$ cat config.mk
export PLATFORM = sky130hd
export DESIGN_NAME = csa_device_flat
export DESIGN_NICKNAME = d
export VERILOG_FILES = /design/src/common/csa_pkg.sv /design/src/common/csa_if.sv /design/src/hw/csa_holdoff.sv /design/src/hw/csa_device.sv /design/src/flat_wrapper.sv
export VERILOG_INCLUDE_DIRS = /design/src /design/src/common
export SDC_FILE = /design/constraint.sdc
export NUM_CORES = 1
export LEC_CHECK = 0
export BUFFER_PORTS_ARGS = -buffer_cell sky130_fd_sc_hd__buf_2
export CAP_MARGIN = 25
export CELL_PAD_IN_SITES_DETAIL_PLACEMENT = 1
export CELL_PAD_IN_SITES_GLOBAL_PLACEMENT = 1
export CORE_AREA = 4 4 117 119
export CTS_CLUSTER_DIAMETER = 50
export DETAILED_ROUTE_END_ITERATION = 6
export DIE_AREA = 0 0 121 123
export PLACE_DENSITY_LB_ADDON = 0.1
export SYNTH_ARGS = -nofsm -noshare
export SYNTH_HDL_FRONTEND = slang
export SYNTH_SLANG_ARGS = --single-unit
$ cat constraint.sdc
create_clock -name clk -period 4.8 [get_ports clk]
set_input_delay 1.2 -clock clk [delete_from_list [all_inputs] [get_ports clk]]
set_output_delay 1.2 -clock clk [all_outputs]
set_load 0.01 [all_outputs]
$ cat src/common/csa_params.svh
// Constants for the channel start and hop alignment controller
`ifndef CSA_PARAMS_SVH
`define CSA_PARAMS_SVH
`define CSA_ADDR_SOFT_CFG 8'h03
`define CSA_ADDR_PIN_CFG 8'h04
`define CSA_ADDR_CHAN_EN 8'h05
`define CSA_ADDR_SLEEP 8'h06
`define CSA_ADDR_START_LO 8'h08
`define CSA_ADDR_START_HI 8'h09
`define CSA_ADDR_HOP_LO 8'h0a
`define CSA_ADDR_HOP_HI 8'h0b
`define CSA_ADDR_PINSEL 8'h0c
`define CSA_ADDR_STATUS 8'h0d
`define CSA_BIT_START_EN 7
`define CSA_BIT_HOP_EN 6
`define CSA_BIT_EDGE 5
`define CSA_PIN_EN_LSB 0
`define CSA_RESET_BYTE 8'h00
`define CSA_RESET_HOLD 16'h0001
`define CSA_COUNT_FIRE 16'h0001
`endif

$ cat src/common/csa_pkg.sv
// Types for the alignment controller
package csa_pkg;
  typedef logic [7:0] csa_byte_t;
  typedef logic [15:0] csa_count_t;
  typedef enum logic {CSA_WRITE, CSA_READ} csa_op_e;
endpackage

$ cat src/common/csa_if.sv
// Interface joining the host end and the device end
`timescale 1ns/1ps
interface csa_if;
  logic regReq;
  csa_pkg::csa_op_e regOp;
  logic [7:0] regAddr;
  logic [7:0] regWdata;
  logic [7:0] regRdata;
  logic regAck;
  logic [3:0] alignPin;
  modport device (input regReq, input regOp, input regAddr, input regWdata, input alignPin,
    output regRdata, output regAck);
  modport host (output regReq, output regOp, output regAddr, output regWdata, output alignPin,
    input regRdata, input regAck);
endinterface

$ cat src/hw/csa_holdoff.sv
// Hold-off down counter, one instance each for start and hop events
`timescale 1ns/1ps
`include "csa_params.svh"
module csa_holdoff
#(
  parameter int WIDTH = 16
)
(
  input wire logic clk,
  input wire logic rst_b,
  input wire logic arm,
  input wire logic [WIDTH-1:0] loadValue,
  output logic fire,
  output logic busy
);
  logic [WIDTH-1:0] count_ff;
  logic busy_ff;

  if (WIDTH < 2)
  begin : g_widthCheck
    $error("WIDTH too small");
  end

  always_ff @(posedge clk)
  begin
    if (!rst_b)
    begin
      count_ff <= WIDTH'(`CSA_RESET_HOLD);
    end
    else if (arm)
    begin
      count_ff <= loadValue;
    end
    else if (busy_ff && count_ff != WIDTH'(`CSA_COUNT_FIRE))
    begin
      count_ff <= count_ff - WIDTH'(1);
    end
  end

  always_ff @(posedge clk)
  begin
    if (!rst_b)
    begin
      busy_ff <= 1'b0;
    end
    else if (arm)
    begin
      busy_ff <= 1'b1;
    end
    else if (fire)
    begin
      busy_ff <= 1'b0;
    end
  end

  assign fire = busy_ff && !arm && count_ff == WIDTH'(`CSA_COUNT_FIRE);
  assign busy = busy_ff;
endmodule

$ cat src/hw/csa_device.sv
// Device end: alignment registers, pin detection and event control
// Notes on behaviour
// - Start event wakes channels; hop loads tuning
// - Software writes can trigger either event
// - Four pins; each channel watches one
// - Register 0x04 picks edge or level detection
// - Reset puts every channel to sleep
// - Writing zero to sleep register sleeps channels; the write is ignored if start fires that cycle
// - Host enables channels before arming start
// - Host loads start hold-off 1 to 65535
// - Software start arms countdown, fires at one
// - Serial hosts write software config twice
// - Host selects each channel's pin first
// - Pin start enable arms countdown, fires at one
// - Host clears software config before hop
// - Software hop arms countdown, loads tuning
// - Host loads hop hold-off 1 to 65535
// - Pin hop enable arms countdown, loads tuning
`timescale 1ns/1ps
`include "csa_params.svh"
module csa_device
#(
  parameter int CHANNELS = 4
)
(
  input wire logic clk,
  input wire logic rst_b,
  csa_if.device link,
  output logic [CHANNELS-1:0] chanAwake,
  output logic [CHANNELS-1:0] startPulse,
  output logic [CHANNELS-1:0] hopLoad
);
  import csa_pkg::*;

  // ************
  // Registers
  // ************
  csa_byte_t softCfg_ff;
  csa_byte_t pinCfg_ff;
  logic [CHANNELS-1:0] chanEn_ff;
  logic [CHANNELS-1:0] awake_ff;
  csa_count_t startHold_ff;
  csa_count_t hopHold_ff;
  csa_byte_t pinSel_ff;
  csa_byte_t rdata_ff;
  logic ack_ff;
  logic [3:0] pinPrev_ff;
  logic [CHANNELS-1:0] startTgt_ff;
  logic [CHANNELS-1:0] hopTgt_ff;
  logic [CHANNELS-1:0] startPulse_ff;
  logic [CHANNELS-1:0] hopLoad_ff;
  logic wr;
  logic [3:0] pinEvent;
  logic [CHANNELS-1:0] chanPinHit;
  logic startBusy;
  logic hopBusy;
  logic armStart;
  logic armHop;
  logic startFire;
  logic hopFire;
  logic [CHANNELS-1:0] nxt_startTgt;
  logic [CHANNELS-1:0] nxt_hopTgt;

  if (CHANNELS < 1 || CHANNELS > 4)
  begin : g_chanCheck
    $error("CHANNELS must be 1 to 4");
  end

  function automatic logic [1:0] pinOf(input csa_byte_t sel, input int ch);
    pinOf = sel[2*ch +: 2];
  endfunction

  assign wr = link.regReq && link.regOp == CSA_WRITE;

  always_ff @(posedge clk)
  begin
    if (!rst_b)
    begin
      softCfg_ff <= `CSA_RESET_BYTE;
      pinCfg_ff <= `CSA_RESET_BYTE;
      chanEn_ff <= '0;
      startHold_ff <= '0;
      hopHold_ff <= '0;
      pinSel_ff <= `CSA_RESET_BYTE;
    end
    else if (wr)
    begin
      unique case (link.regAddr)
        `CSA_ADDR_SOFT_CFG: softCfg_ff <= link.regWdata;
        `CSA_ADDR_PIN_CFG: pinCfg_ff <= link.regWdata;
        `CSA_ADDR_CHAN_EN: chanEn_ff <= link.regWdata[CHANNELS-1:0];
        `CSA_ADDR_START_LO: startHold_ff[7:0] <= link.regWdata;
        `CSA_ADDR_START_HI: startHold_ff[15:8] <= link.regWdata;
        `CSA_ADDR_HOP_LO: hopHold_ff[7:0] <= link.regWdata;
        `CSA_ADDR_HOP_HI: hopHold_ff[15:8] <= link.regWdata;
        `CSA_ADDR_PINSEL: pinSel_ff <= link.regWdata;
        default: ;
      endcase
    end
  end

  // ************
  // Pin detection
  // ************
  always_ff @(posedge clk)
  begin
    if (!rst_b)
    begin
      pinPrev_ff <= 4'h0;
    end
    else
    begin
      pinPrev_ff <= link.alignPin;
    end
  end

  assign pinEvent = pinCfg_ff[`CSA_BIT_EDGE] ? (link.alignPin & ~pinPrev_ff) : link.alignPin;

  always_comb
  begin
    for (int ch = 0; ch < CHANNELS; ch++)
    begin
      chanPinHit[ch] = pinEvent[pinOf(pinSel_ff, ch)] && pinCfg_ff[`CSA_PIN_EN_LSB + pinOf(pinSel_ff, ch)];
    end
  end

  // ************
  // Arming
  // ************
  always_comb
  begin
    armStart = 1'b0;
    armHop = 1'b0;
    nxt_startTgt = startTgt_ff;
    nxt_hopTgt = hopTgt_ff;
    if (wr && link.regAddr == `CSA_ADDR_SOFT_CFG && link.regWdata[`CSA_BIT_START_EN]
        && |link.regWdata[CHANNELS-1:0])
    begin
      armStart = 1'b1;
      nxt_startTgt = link.regWdata[CHANNELS-1:0];
    end
    else if (pinCfg_ff[`CSA_BIT_START_EN] && |chanPinHit)
    begin
      armStart = 1'b1;
      nxt_startTgt = chanPinHit;
    end
    if (wr && link.regAddr == `CSA_ADDR_SOFT_CFG && link.regWdata[`CSA_BIT_HOP_EN]
        && |link.regWdata[CHANNELS-1:0])
    begin
      armHop = 1'b1;
      nxt_hopTgt = link.regWdata[CHANNELS-1:0];
    end
    else if (pinCfg_ff[`CSA_BIT_HOP_EN] && |chanPinHit)
    begin
      armHop = 1'b1;
      nxt_hopTgt = chanPinHit;
    end
  end

  always_ff @(posedge clk)
  begin
    if (!rst_b)
    begin
      startTgt_ff <= '0;
      hopTgt_ff <= '0;
    end
    else
    begin
      startTgt_ff <= nxt_startTgt;
      hopTgt_ff <= nxt_hopTgt;
    end
  end

  csa_holdoff #(.WIDTH(16)) startCounter
  (
    .clk(clk),
    .rst_b(rst_b),
    .arm(armStart),
    .loadValue(startHold_ff),
    .fire(startFire),
    .busy(startBusy)
  );

  csa_holdoff #(.WIDTH(16)) hopCounter
  (
    .clk(clk),
    .rst_b(rst_b),
    .arm(armHop),
    .loadValue(hopHold_ff),
    .fire(hopFire),
    .busy(hopBusy)
  );

  // ************
  // Channel state
  // ************
  always_ff @(posedge clk)
  begin
    if (!rst_b)
    begin
      awake_ff <= '0;
    end
    else if (startFire)
    begin
      awake_ff <= awake_ff | (startTgt_ff & chanEn_ff);
    end
    else if (wr && link.regAddr == `CSA_ADDR_SLEEP)
    begin
      awake_ff <= awake_ff & link.regWdata[CHANNELS-1:0];
    end
  end

  always_ff @(posedge clk)
  begin
    if (!rst_b)
    begin
      startPulse_ff <= '0;
      hopLoad_ff <= '0;
    end
    else
    begin
      startPulse_ff <= startFire ? (startTgt_ff & chanEn_ff) : '0;
      hopLoad_ff <= hopFire ? hopTgt_ff : '0;
    end
  end

  // ************
  // Read path
  // ************
  always_ff @(posedge clk)
  begin
    if (!rst_b)
    begin
      rdata_ff <= `CSA_RESET_BYTE;
      ack_ff <= 1'b0;
    end
    else
    begin
      ack_ff <= link.regReq;
      if (link.regReq && link.regOp == CSA_READ)
      begin
        unique case (link.regAddr)
          `CSA_ADDR_SOFT_CFG: rdata_ff <= softCfg_ff;
          `CSA_ADDR_PIN_CFG: rdata_ff <= pinCfg_ff;
          `CSA_ADDR_CHAN_EN: rdata_ff <= 8'(chanEn_ff);
          `CSA_ADDR_SLEEP: rdata_ff <= 8'(awake_ff);
          `CSA_ADDR_START_LO: rdata_ff <= startHold_ff[7:0];
          `CSA_ADDR_START_HI: rdata_ff <= startHold_ff[15:8];
          `CSA_ADDR_HOP_LO: rdata_ff <= hopHold_ff[7:0];
          `CSA_ADDR_HOP_HI: rdata_ff <= hopHold_ff[15:8];
          `CSA_ADDR_PINSEL: rdata_ff <= pinSel_ff;
          `CSA_ADDR_STATUS: rdata_ff <= {6'h00, hopBusy, startBusy};
          default: rdata_ff <= `CSA_RESET_BYTE;
        endcase
      end
    end
  end

  assign link.regRdata = rdata_ff;
  assign link.regAck = ack_ff;
  assign chanAwake = awake_ff;
  assign startPulse = startPulse_ff;
  assign hopLoad = hopLoad_ff;
endmodule

$ cat src/flat_wrapper.sv
// flat-port wrapper written by rule: the top's interface ports become plain ports
module csa_device_flat import csa_pkg::*;
#(
  parameter int CHANNELS = 4
)
  (clk, rst_b, chanAwake, startPulse, hopLoad, link_regReq, link_regOp, link_regAddr, link_regWdata, link_alignPin, link_regRdata, link_regAck);
  csa_if link_i ();
  input wire logic clk;
  input wire logic rst_b;
  output logic [CHANNELS-1:0] chanAwake;
  output logic [CHANNELS-1:0] startPulse;
  output logic [CHANNELS-1:0] hopLoad;
  input wire logic [$bits(link_i.regReq)-1:0] link_regReq;
  input wire logic [$bits(link_i.regOp)-1:0] link_regOp;
  input wire logic [$bits(link_i.regAddr)-1:0] link_regAddr;
  input wire logic [$bits(link_i.regWdata)-1:0] link_regWdata;
  input wire logic [$bits(link_i.alignPin)-1:0] link_alignPin;
  output wire logic [$bits(link_i.regRdata)-1:0] link_regRdata;
  output wire logic [$bits(link_i.regAck)-1:0] link_regAck;
  assign link_i.regReq = link_regReq;
  assign link_i.regOp = link_regOp;
  assign link_i.regAddr = link_regAddr;
  assign link_i.regWdata = link_regWdata;
  assign link_i.alignPin = link_alignPin;
  assign link_regRdata = link_i.regRdata;
  assign link_regAck = link_i.regAck;
  csa_device #(.CHANNELS(CHANNELS)) u_core (.clk(clk), .rst_b(rst_b), .link(link_i), .chanAwake(chanAwake), .startPulse(startPulse), .hopLoad(hopLoad));
endmodule
==> results of run 1 <==
## path summary, 6_finish.rpt
path	end	slack [ps]
max	u_core.chanAwake[0]	1340
min reg2reg	u_core.link.regRdata[3]	460
max reg2reg	u_core.hopTgt_ff[2]	1680
min	u_core.link.regRdata[3]	460
## routing by layer
metal	vias up	GRT usage
li1	2589	-
met1	2781	0.3398
met2	169	0.4908
met3	65	0.05398
met4	0	0.1480
met5	-	0
## kinds of logic (layout without fill, tap and decap cells)
family | count (synthesis) | count (layout) | synth area share
AO/OA/AOI/OAI | 168 | 168 | 0.1946
flip-flops | 127 | 127 | 0.4059
adder cells (fa/ha/maj) | 4 | 4 | 0.007991
buffers and inverters | 52 | 98 | 0.03556
XOR/XNOR | 25 | 25 | 0.03496
multiplexers | 72 | 72 | 0.1318
AND/OR/NAND/NOR | 230 | 230 | 0.1892
## worst register-to-register path, delay by kind of cell, from the launching register on
| family | cells | cell delay (ps) |
|---|---|---|
| compound gates | 2 | 1230 |
| flops | 1 | 470 |
| mux | 1 | 620 |
| simple gates | 3 | 680 |
## metrics by stage
| stage | setup slack, ps | area [um^2] | total power, mW |
|---|---|---|---|
| 3_3_place_gp | 1018 | 6589 | 1.158 |
| 5_1_grt | 1094 | 7264 | 2.639 |
| 4_1_cts | 1337 | 7252 | 2.577 |
| 6_report | 1344 | 7264 | 2.573 |
| 2_1_floorplan | 1597 | 6264 | 1.126 |
| 3_5_place_dp | 923.2 | 6596 | 1.159 |
## cell type report
| type | instances | area [um^2] | area share |
|---|---|---|---|
| clock inverter | 11 | 185.2 | 0.02549 |
| multi-input combinational | 499 | 3498 | 0.4816 |
| timing repair buffer | 58 | 322.8 | 0.04444 |
| clock buffer | 21 | 470.5 | 0.06476 |
| inverter | 8 | 30.03 | 0.004134 |
| tap | 172 | 215.2 | 0.02962 |
| sequential | 127 | 2542 | 0.3500 |
## power by group through the flow
stage	logic (mW)	clock network [mW]	registers, mW
2_1_floorplan	0.0444	0	1.08
3_3_place_gp	0.0764	0	1.08
3_5_place_dp	0.0783	0	1.08
4_1_cts	0.0792	1.44	1.06
5_1_grt	0.0852	1.50	1.06
6_report	0.0805	1.43	1.06
## synth_stat cells (7+ instances only)
master    instances
a21oi_1          55
a211oi_1         14
nand3_1          29
mux2i_1          60
nor2_1           65
dfxtp_1         127
mux4_2            8
clkbuf_1         31
or3_1            10
nand2_1          48
a22oi_1           8
nor3_1           23
buf_2             7
o21ai_0          19
xnor2_1          20
and3_1            8
and2_1           11
a211oi_2         10
inv_1             8
## sequential cells by signal, summed over array words and instances, names as in the netlist, 8 cells and up
signal                        flops
u_core.softCfg_ff                 8
u_core.pinCfg_ff                  8
u_core.hopCounter.count_ff       16
u_core.pinSel_ff                  8
u_core.link.regRdata              8
u_core.startCounter.count_ff     16
u_core.startHold_ff              16
u_core.hopHold_ff                16
==> results.sh, run 1 <==
export IMPL_fin_cells=896
export IMPL_internal_power_mw=2.033
export IMPL_ir_worst_vdd_uv=250.3
export IMPL_synth_edf_count=0
export IMPL_die_y_um=123
export IMPL_postCtsHoldBufs=0
export IMPL_viasPerCell=6.254
export IMPL_relSlewSlack=0.3890
export IMPL_synth_distinct_cells=64
export IMPL_num_rows=41
export IMPL_die_area_um2=14880
export IMPL_crit_cells=7
export IMPL_ys_ff_latch=127
export IMPL_final_setup_tns_ps=0
export IMPL_hold_start="u_core.link.regRdata[3]"
export IMPL_start_util=0.4984
export IMPL_io_pins=45
export IMPL_core_area_um2=12570
export IMPL_async_flop_share=0
export IMPL_wl_met3_um=958
export IMPL_power_switching_uw=539.7
export IMPL_vias=5604
export IMPL_met1_length_mm=8.487
export IMPL_powerDensity_nw_per_um2=354.2
export IMPL_hold_path_class="reg2reg"
export IMPL_max_freq_mhz=289.4
export IMPL_syn_num_nets=706
export IMPL_r2r_start="u_core.pinCfg_ff[5]"
export IMPL_setup_violations=0
export IMPL_globalRouteOverflowTotal=0
export IMPL_grt_pass1_vias=5937
export IMPL_grt_setup_unrepaired="no"
export IMPL_drt_pass1_iterations=5
export IMPL_dp_hpwl_mm=13.72
export IMPL_switching_share=0.2098
export IMPL_status="completed"
export IMPL_drt_iter0_markers=411
export IMPL_p_seq_frac=0.411
export IMPL_critPathTopFamily="simple AND/OR/NAND/NOR gates"
export IMPL_skew_ps=9.795
export IMPL_synth_avg_cell_area_um2=9.238
export IMPL_grt_max_degree=55
export IMPL_synth_warnings=0
export IMPL_die_w_um=121
export IMPL_end_kind="flip-flop"
export IMPL_crit_slowest_cell="or4_1"
export IMPL_antenna_found_initial=0
export IMPL_final_util=0.5780
export IMPL_worstPathRequired_ps=5090
export IMPL_critical_path_max_stage_delay_ps=730
export IMPL_syn_to_final_growth_pct=15.98
export IMPL_synth_cells=678
export IMPL_gp_congestion=0.8420
export IMPL_synth_largest_area_cell="dfxtp_1"
export IMPL_place_inst=862
export IMPL_timing_final_hold_violations=0
export IMPL_fin_crit_ps=3456
export IMPL_tightestPinTransition_ps=904.6
export IMPL_cts_path_max_buffers=2
export IMPL_grt_pass1_wl_mm=32.38
export IMPL_max_cap_viol_count=0
export IMPL_avgRoutedWirePerCell_um=22.72
export IMPL_synthTopCellsByArea="dfxtp_1 (41%), mux2i_1 (9.6%), a21oi_1 (4.4%)"
export IMPL_min_path_cells=1
export IMPL_yosys_area_top_type_share=0.4059
export IMPL_whs_ps=455.7
export IMPL_cts_sinks=127
export IMPL_path_buf_inv=1
export IMPL_crit_path_start="link_regAddr[5]"
export IMPL_cts_tree="built"
export IMPL_cp_max_fo=11
export IMPL_cp_start_kind="input port"
export IMPL_crit_arrival_ps=3750
export IMPL_antenna_cells=0
export IMPL_wl_met2_mm=10.06
export IMPL_share_comb_of_total_power=0.031
export IMPL_clkPwrFrac=0.557
export IMPL_port_buffers=44
export IMPL_drv_slew=0
export IMPL_htreeDepth=4
export IMPL_synthesis_area_um2=6264
export IMPL_p_leak_nw=2.787
export IMPL_mostFrequentLayoutCell="dfxtp_1"
export IMPL_ant_nets=0
export IMPL_worstPathCellList="buf_2 -> or4_1 -> nor4_4 -> nand3_1 -> and3_1 -> a2111oi_0 -> o22ai_1"
export IMPL_cts_buffers=17
export IMPL_cts_resized_gates=0
export IMPL_mostFrequentLayoutCells="dfxtp_1 (127), nor2_1 (65), mux2i_1 (60)"
export IMPL_post_route_drc_count=0
export IMPL_fillers=1461
export IMPL_cts_setup_buffers=0
export IMPL_clk_latency_ps=430
export IMPL_nNetsFinal=739
export IMPL_cts_root_buf="clkbuf_16"
export IMPL_synth_flop_cell="dfxtp_1"
export IMPL_grt_use_total=0.2852
export IMPL_synth_seq_area_share=0.4059
export IMPL_crit_type="in2reg"
export IMPL_top_layer="met4"
export IMPL_drive_gt1_frac=0.1837
export IMPL_post_route_period_util=0.7200
export IMPL_clk_pin_slew_ps=60
export IMPL_r2r_cells=6
export IMPL_drt_total_wl_mm=20.36
(Power assumes the default switching activity.)
==> run 2, diff against run 1 <==
- CORE_AREA: 4 4 117 119 -> 4 4 121 123
- DIE_AREA: 0 0 121 123 -> 0 0 125 127
- clock period: 4.8 -> 3.5 ns (I/O delays scaled with it)
==> results.sh, run 2 (synthesized netlist as in run 1, its figures left out) <==
export IMPL_status="completed"
export IMPL_post_route_drc_count=0
export IMPL_antenna_cells=0
export IMPL_timing_final_hold_violations=0
export IMPL_max_freq_mhz=355.8
export IMPL_worstPathRequired_ps=3870
export IMPL_top_layer="met4"
export IMPL_viasPerCell=6.032
export IMPL_wl_met3_um=753
export IMPL_p_seq_frac=0.411
export IMPL_core_area_um2=13670
export IMPL_syn_to_final_growth_pct=18.06
export IMPL_switching_share=0.2119
export IMPL_internal_power_mw=2.781
export IMPL_drt_pass1_iterations=5
export IMPL_cts_setup_buffers=0
export IMPL_post_route_period_util=0.8031
export IMPL_final_setup_tns_ps=0
export IMPL_drt_iter0_markers=367
export IMPL_antenna_found_initial=0
export IMPL_grt_use_total=0.2587
export IMPL_die_y_um=127
export IMPL_vias=5543
export IMPL_grt_pass1_wl_mm=32.47
export IMPL_share_comb_of_total_power=0.033
export IMPL_crit_type="in2reg"
export IMPL_start_util=0.4583
export IMPL_skew_ps=14.00
export IMPL_avgRoutedWirePerCell_um=21.88
export IMPL_cts_buffers=17
export IMPL_io_pins=45
export IMPL_grt_max_degree=37
export IMPL_cts_root_buf="clkbuf_16"
export IMPL_wl_met2_mm=10.15
export IMPL_globalRouteOverflowTotal=0
export IMPL_cp_start_kind="input port"
export IMPL_tightestPinTransition_ps=878.1
export IMPL_port_buffers=44
export IMPL_num_rows=43
export IMPL_grt_setup_unrepaired="no"
export IMPL_p_leak_nw=2.857
export IMPL_clk_pin_slew_ps=50
export IMPL_r2r_slack_ps=820
export IMPL_dpl_cell_area_um2=6746
export IMPL_cp_max_fo=15
export IMPL_drt_total_wl_mm=20.11
export IMPL_ir_worst_vdd_uv=311.2
export IMPL_clkPwrFrac=0.555
export IMPL_end_kind="flip-flop"
export IMPL_nNetsFinal=754
export IMPL_crit_arrival_ps=3180
export IMPL_cts_sinks=127
export IMPL_drive_gt1_frac=0.1976
export IMPL_die_area_um2=15880
export IMPL_grt_pass1_vias=5956
export IMPL_postCtsHoldBufs=0
export IMPL_cts_path_max_buffers=2
export IMPL_mostFrequentLayoutCells="dfxtp_1 (127), nor2_1 (65), mux2i_1 (60)"
export IMPL_dp_hpwl_mm=14.11
export IMPL_powerDensity_nw_per_um2=477.3
export IMPL_mostFrequentLayoutCell="dfxtp_1"
export IMPL_setup_violations=0
export IMPL_clk_latency_ps=430
export IMPL_htreeDepth=4
export IMPL_cts_tree="built"
export IMPL_drv_slew=0
export IMPL_relSlewSlack=0.4133
export IMPL_final_area_um2=7395
export IMPL_max_cap_viol_count=0
export IMPL_hold_path_class="reg2reg"
export IMPL_ant_nets=0
export IMPL_met1_length_mm=8.706
export IMPL_fin_crit_ps=2811
export IMPL_power_switching_uw=748.1
export IMPL_cts_resized_gates=0
export IMPL_gp_congestion=0.9006
export IMPL_die_w_um=125
==> run 2: critical path: stages <==
cell and delay [ps]:
buf_2 100, or4_1 590, nor4_4 270, buf_4 230
and2_1 240, nand2_1 350, nand2_1 340, o211a_1 180
==> run 2: power groups by stage <==
stage,sequential (mW),combinational (mW),clock (mW)
final,1.45,0.118,1.96
after global routing,1.45,0.127,2.05
after CTS,1.45,0.118,1.98
after detailed placement,1.48,0.117,0
after global placement,1.48,0.114,0
after floorplan,1.48,0.0609,0
==> run 2: path summary, 6_finish.rpt <==
path | from | endpoint | cells after the start
worst max-delay path | link_regAddr[5] | u_core.hopTgt_ff[1] | 8
worst min-delay path | u_core.link.regRdata[3] | u_core.link.regRdata[3] | 1
worst max register to register | u_core.pinCfg_ff[5] | u_core.chanAwake[3] | 7
worst min register to register | u_core.link.regRdata[3] | u_core.link.regRdata[3] | 1
==> run 2: per-stage QoR <==
| stage | utilization | std cells | setup slack [ps] | power [mW] | hold WS (ps) |
|---|---|---|---|---|---|
| detailed placement | 0.4937 | 887 | 274.8 | 1.599 | 439.3 |
| finish | 0.5411 | 919 | 689.1 | 3.530 | 450.9 |
| global route | 0.5411 | 919 | 410.1 | 3.627 | 476.7 |
| CTS | 0.5411 | 919 | 702.1 | 3.548 | 451.9 |
| floorplan | - | 678 | 622.2 | 1.544 | 430.6 |
| global placement | 0.4931 | 886 | 296.1 | 1.597 | 433.0 |
==> run 2: area by class of cell <==
cell class                 instances  area [um^2]
sequential                       127         2542
tap                              180        225.2
inverter                           8        30.03
timing repair buffer              73        450.4
multi-input combinational        499         3498
clock inverter                    10        183.9
fill                            1603         6271
clock buffer                      22        464.2
==> run 2: metal layers <==
metal | GRT usage | vias up
met5 | 0 | -
met2 | 0.4451 | 123
met3 | 0.05393 | 40
met4 | 0.09758 | 0
li1 | - | 2611
met1 | 0.3210 | 2769
==> run 3, diff against run 2 <==
- ABC_AREA: not set -> 1
- CORE_AREA: 4 4 121 123 -> 4 4 130 132
- DIE_AREA: 0 0 125 127 -> 0 0 134 136
- clock period: 3.5 -> 2.9 ns (I/O delays scaled with it)
==> results.sh, run 3 <==
export IMPL_synth_flop_cell="dfxtp_1"
export IMPL_powerDensity_nw_per_um2=531.7
export IMPL_synth_largest_area_cell="dfxtp_1"
export IMPL_fin_crit_ps=2292
export IMPL_max_freq_mhz=436.3
export IMPL_syn_to_final_growth_pct=15.49
export IMPL_drive_gt1_frac=0.1222
export IMPL_die_y_um=136
export IMPL_cts_path_max_buffers=2
export IMPL_nNetsFinal=1079
export IMPL_worstPathRequired_ps=3200
export IMPL_vias=6611
export IMPL_viasPerCell=5.165
export IMPL_cts_resized_gates=0
export IMPL_num_rows=46
export IMPL_hold_path_class="reg2reg"
export IMPL_drv_slew=0
export IMPL_antenna_found_initial=0
export IMPL_drt_iter0_markers=407
export IMPL_synth_seq_area_share=0.3838
export IMPL_async_flop_share=0
export IMPL_crit_arrival_ps=2590
export IMPL_final_setup_tns_ps=0
export IMPL_synthTopCellsByArea="dfxtp_1 (38%), nand2_1 (12%), nor2_1 (11%)"
export IMPL_setup_violations=0
export IMPL_tightestPinTransition_ps=596.0
export IMPL_drt_total_wl_mm=21.76
export IMPL_postCtsHoldBufs=0
export IMPL_gp_congestion=0.8627
export IMPL_met1_length_mm=10.18
export IMPL_ir_worst_vdd_uv=396.9
export IMPL_synth_edf_count=0
export IMPL_yosys_area_top_type_share=0.3838
export IMPL_status="completed"
export IMPL_die_area_um2=18220
export IMPL_avgRoutedWirePerCell_um=17.00
export IMPL_synth_warnings=0
export IMPL_start_util=0.4216
export IMPL_synth_common_cells="nand2_1 (206), nor2_1 (199), dfxtp_1 (127)"
export IMPL_p_leak_nw=3.333
export IMPL_final_area_um2=7650
export IMPL_skew_ps=7.742
export IMPL_clk_latency_ps=430
export IMPL_ys_ff_latch=127
export IMPL_end_kind="flip-flop"
export IMPL_max_cap_viol_count=0
export IMPL_cp_start_kind="input port"
export IMPL_antenna_cells=0
export IMPL_cts_buffers=17
export IMPL_wl_met2_mm=10.34
export IMPL_mostFrequentLayoutCell="nand2_1"
export IMPL_grt_max_degree=44
export IMPL_top_layer="met4"
export IMPL_grt_pass1_vias=6637
export IMPL_grt_setup_unrepaired="no"
export IMPL_die_w_um=134
export IMPL_htreeDepth=4
export IMPL_cts_sinks=127
export IMPL_relSlewSlack=0.6017
export IMPL_cts_setup_buffers=0
export IMPL_io_pins=45
export IMPL_crit_type="in2reg"
export IMPL_synth_distinct_cells=41
export IMPL_fillers=2112
export IMPL_post_route_drc_count=0
export IMPL_cts_root_buf="clkbuf_16"
export IMPL_dpl_cell_area_um2=7056
export IMPL_grt_use_total=0.2452
export IMPL_synthesis_area_um2=6624
export IMPL_cp_max_fo=11
export IMPL_post_route_period_util=0.7904
export IMPL_ant_nets=0
export IMPL_wl_met3_um=769
export IMPL_synth_most_common_cell="nand2_1"
export IMPL_syn_num_nets=1036
export IMPL_grt_pass1_wl_mm=35.26
export IMPL_globalRouteOverflowTotal=0
export IMPL_clk_pin_slew_ps=60
export IMPL_synth_avg_cell_area_um2=6.571
export IMPL_cts_tree="built"
export IMPL_dp_hpwl_mm=15.45
export IMPL_core_area_um2=15710
export IMPL_timing_final_hold_violations=0
export IMPL_synth_cells=1008
export IMPL_port_buffers=44
export IMPL_drt_pass1_iterations=5
export IMPL_mostFrequentLayoutCells="nand2_1 (206), nor2_1 (199), dfxtp_1 (127)"
## run 3: changes by cell type after synthesis, sizes merged, moves of 24 or more
cell    before  now
a211oi      24    0
nand2       48  213
nor2        66  212
nand3       30   68
inv          8  115
a21oi       55   85
mux2i       60    8
o21ai       23   80
## run 3: final timing paths
path                             from                              to  slack (ps)  depth (start not counted)
hold reg to reg   u_core.hopTgt_ff[1]               u_core.hopLoad[1]         430                          2
hold / removal    u_core.hopTgt_ff[1]               u_core.hopLoad[1]         430                          2
setup / recovery      link_regAddr[7]          u_core.startHold_ff[6]         610                          9
setup reg to reg  u_core.pinCfg_ff[5]  u_core.hopCounter.count_ff[13]         680                         13
## run 3: layout make-up
cell class	instances	area (um^2)	share of cell area
Inverter	117	439.2	0.05741
Sequential cell	127	2542	0.3324
Clock inverter	14	165.2	0.02159
Multi-Input combinational cell	728	3463	0.4527
Tap cell	216	270.3	0.03533
Timing Repair Buffer	60	340.3	0.04449
Clock buffer	18	429.2	0.05610
## run 3: layer usage
layer	up-vias	global-route usage
met2	144	0.4079
met1	3125	0.3217
li1	3309	-
met3	33	0.04256
met5	-	0
met4	0	0.08686
## run 3: cells by family (layout without fill, tap and decap cells)
kind of cell | Yosys count | in the layout | share of synthesized area
flip-flops | 127 | 127 | 0.3838
AO/OA/AOI/OAI | 187 | 187 | 0.1494
adder cells (fa/ha/maj) | 4 | 4 | 0.007556
buffers and inverters | 153 | 209 | 0.09331
XOR/XNOR | 11 | 11 | 0.01455
multiplexers | 8 | 8 | 0.01209
AND/OR/NAND/NOR | 518 | 518 | 0.3393
## run 3: report_power, final
part | switching [mW] | leakage (nW) | internal, mW
Clock | 0.836 | 0.291 | 1.35
Combinational | 0.0955 | 2.02 | 0.0338
Sequential | 0.00175 | 1.02 | 1.75
Total | 0.934 | 3.33 | 3.13
## run 3: worst max-delay path, cell delays in order
cell	delay, ps
buf_2	90
nor2_1	90
nand2_1	170
nor2_1	340
nand2_1	240
nor2_1	360
inv_1	270
o21ai_0	240
a21oi_1	60
## run 3: stage by stage
step                      hold WS, ps  worst slack [ps]  total power [mW]    util  instances
after detailed placement        422.4             228.0             1.918  0.4490       1248
after floorplan                 405.1             791.0             1.853       -       1008
after global routing            447.4             463.5             4.185  0.4869       1280
after CTS                       435.3             641.3             4.093  0.4869       1280
after global placement          418.5             310.6             1.917  0.4490       1248
final                           428.5             607.9             4.068  0.4869       1280
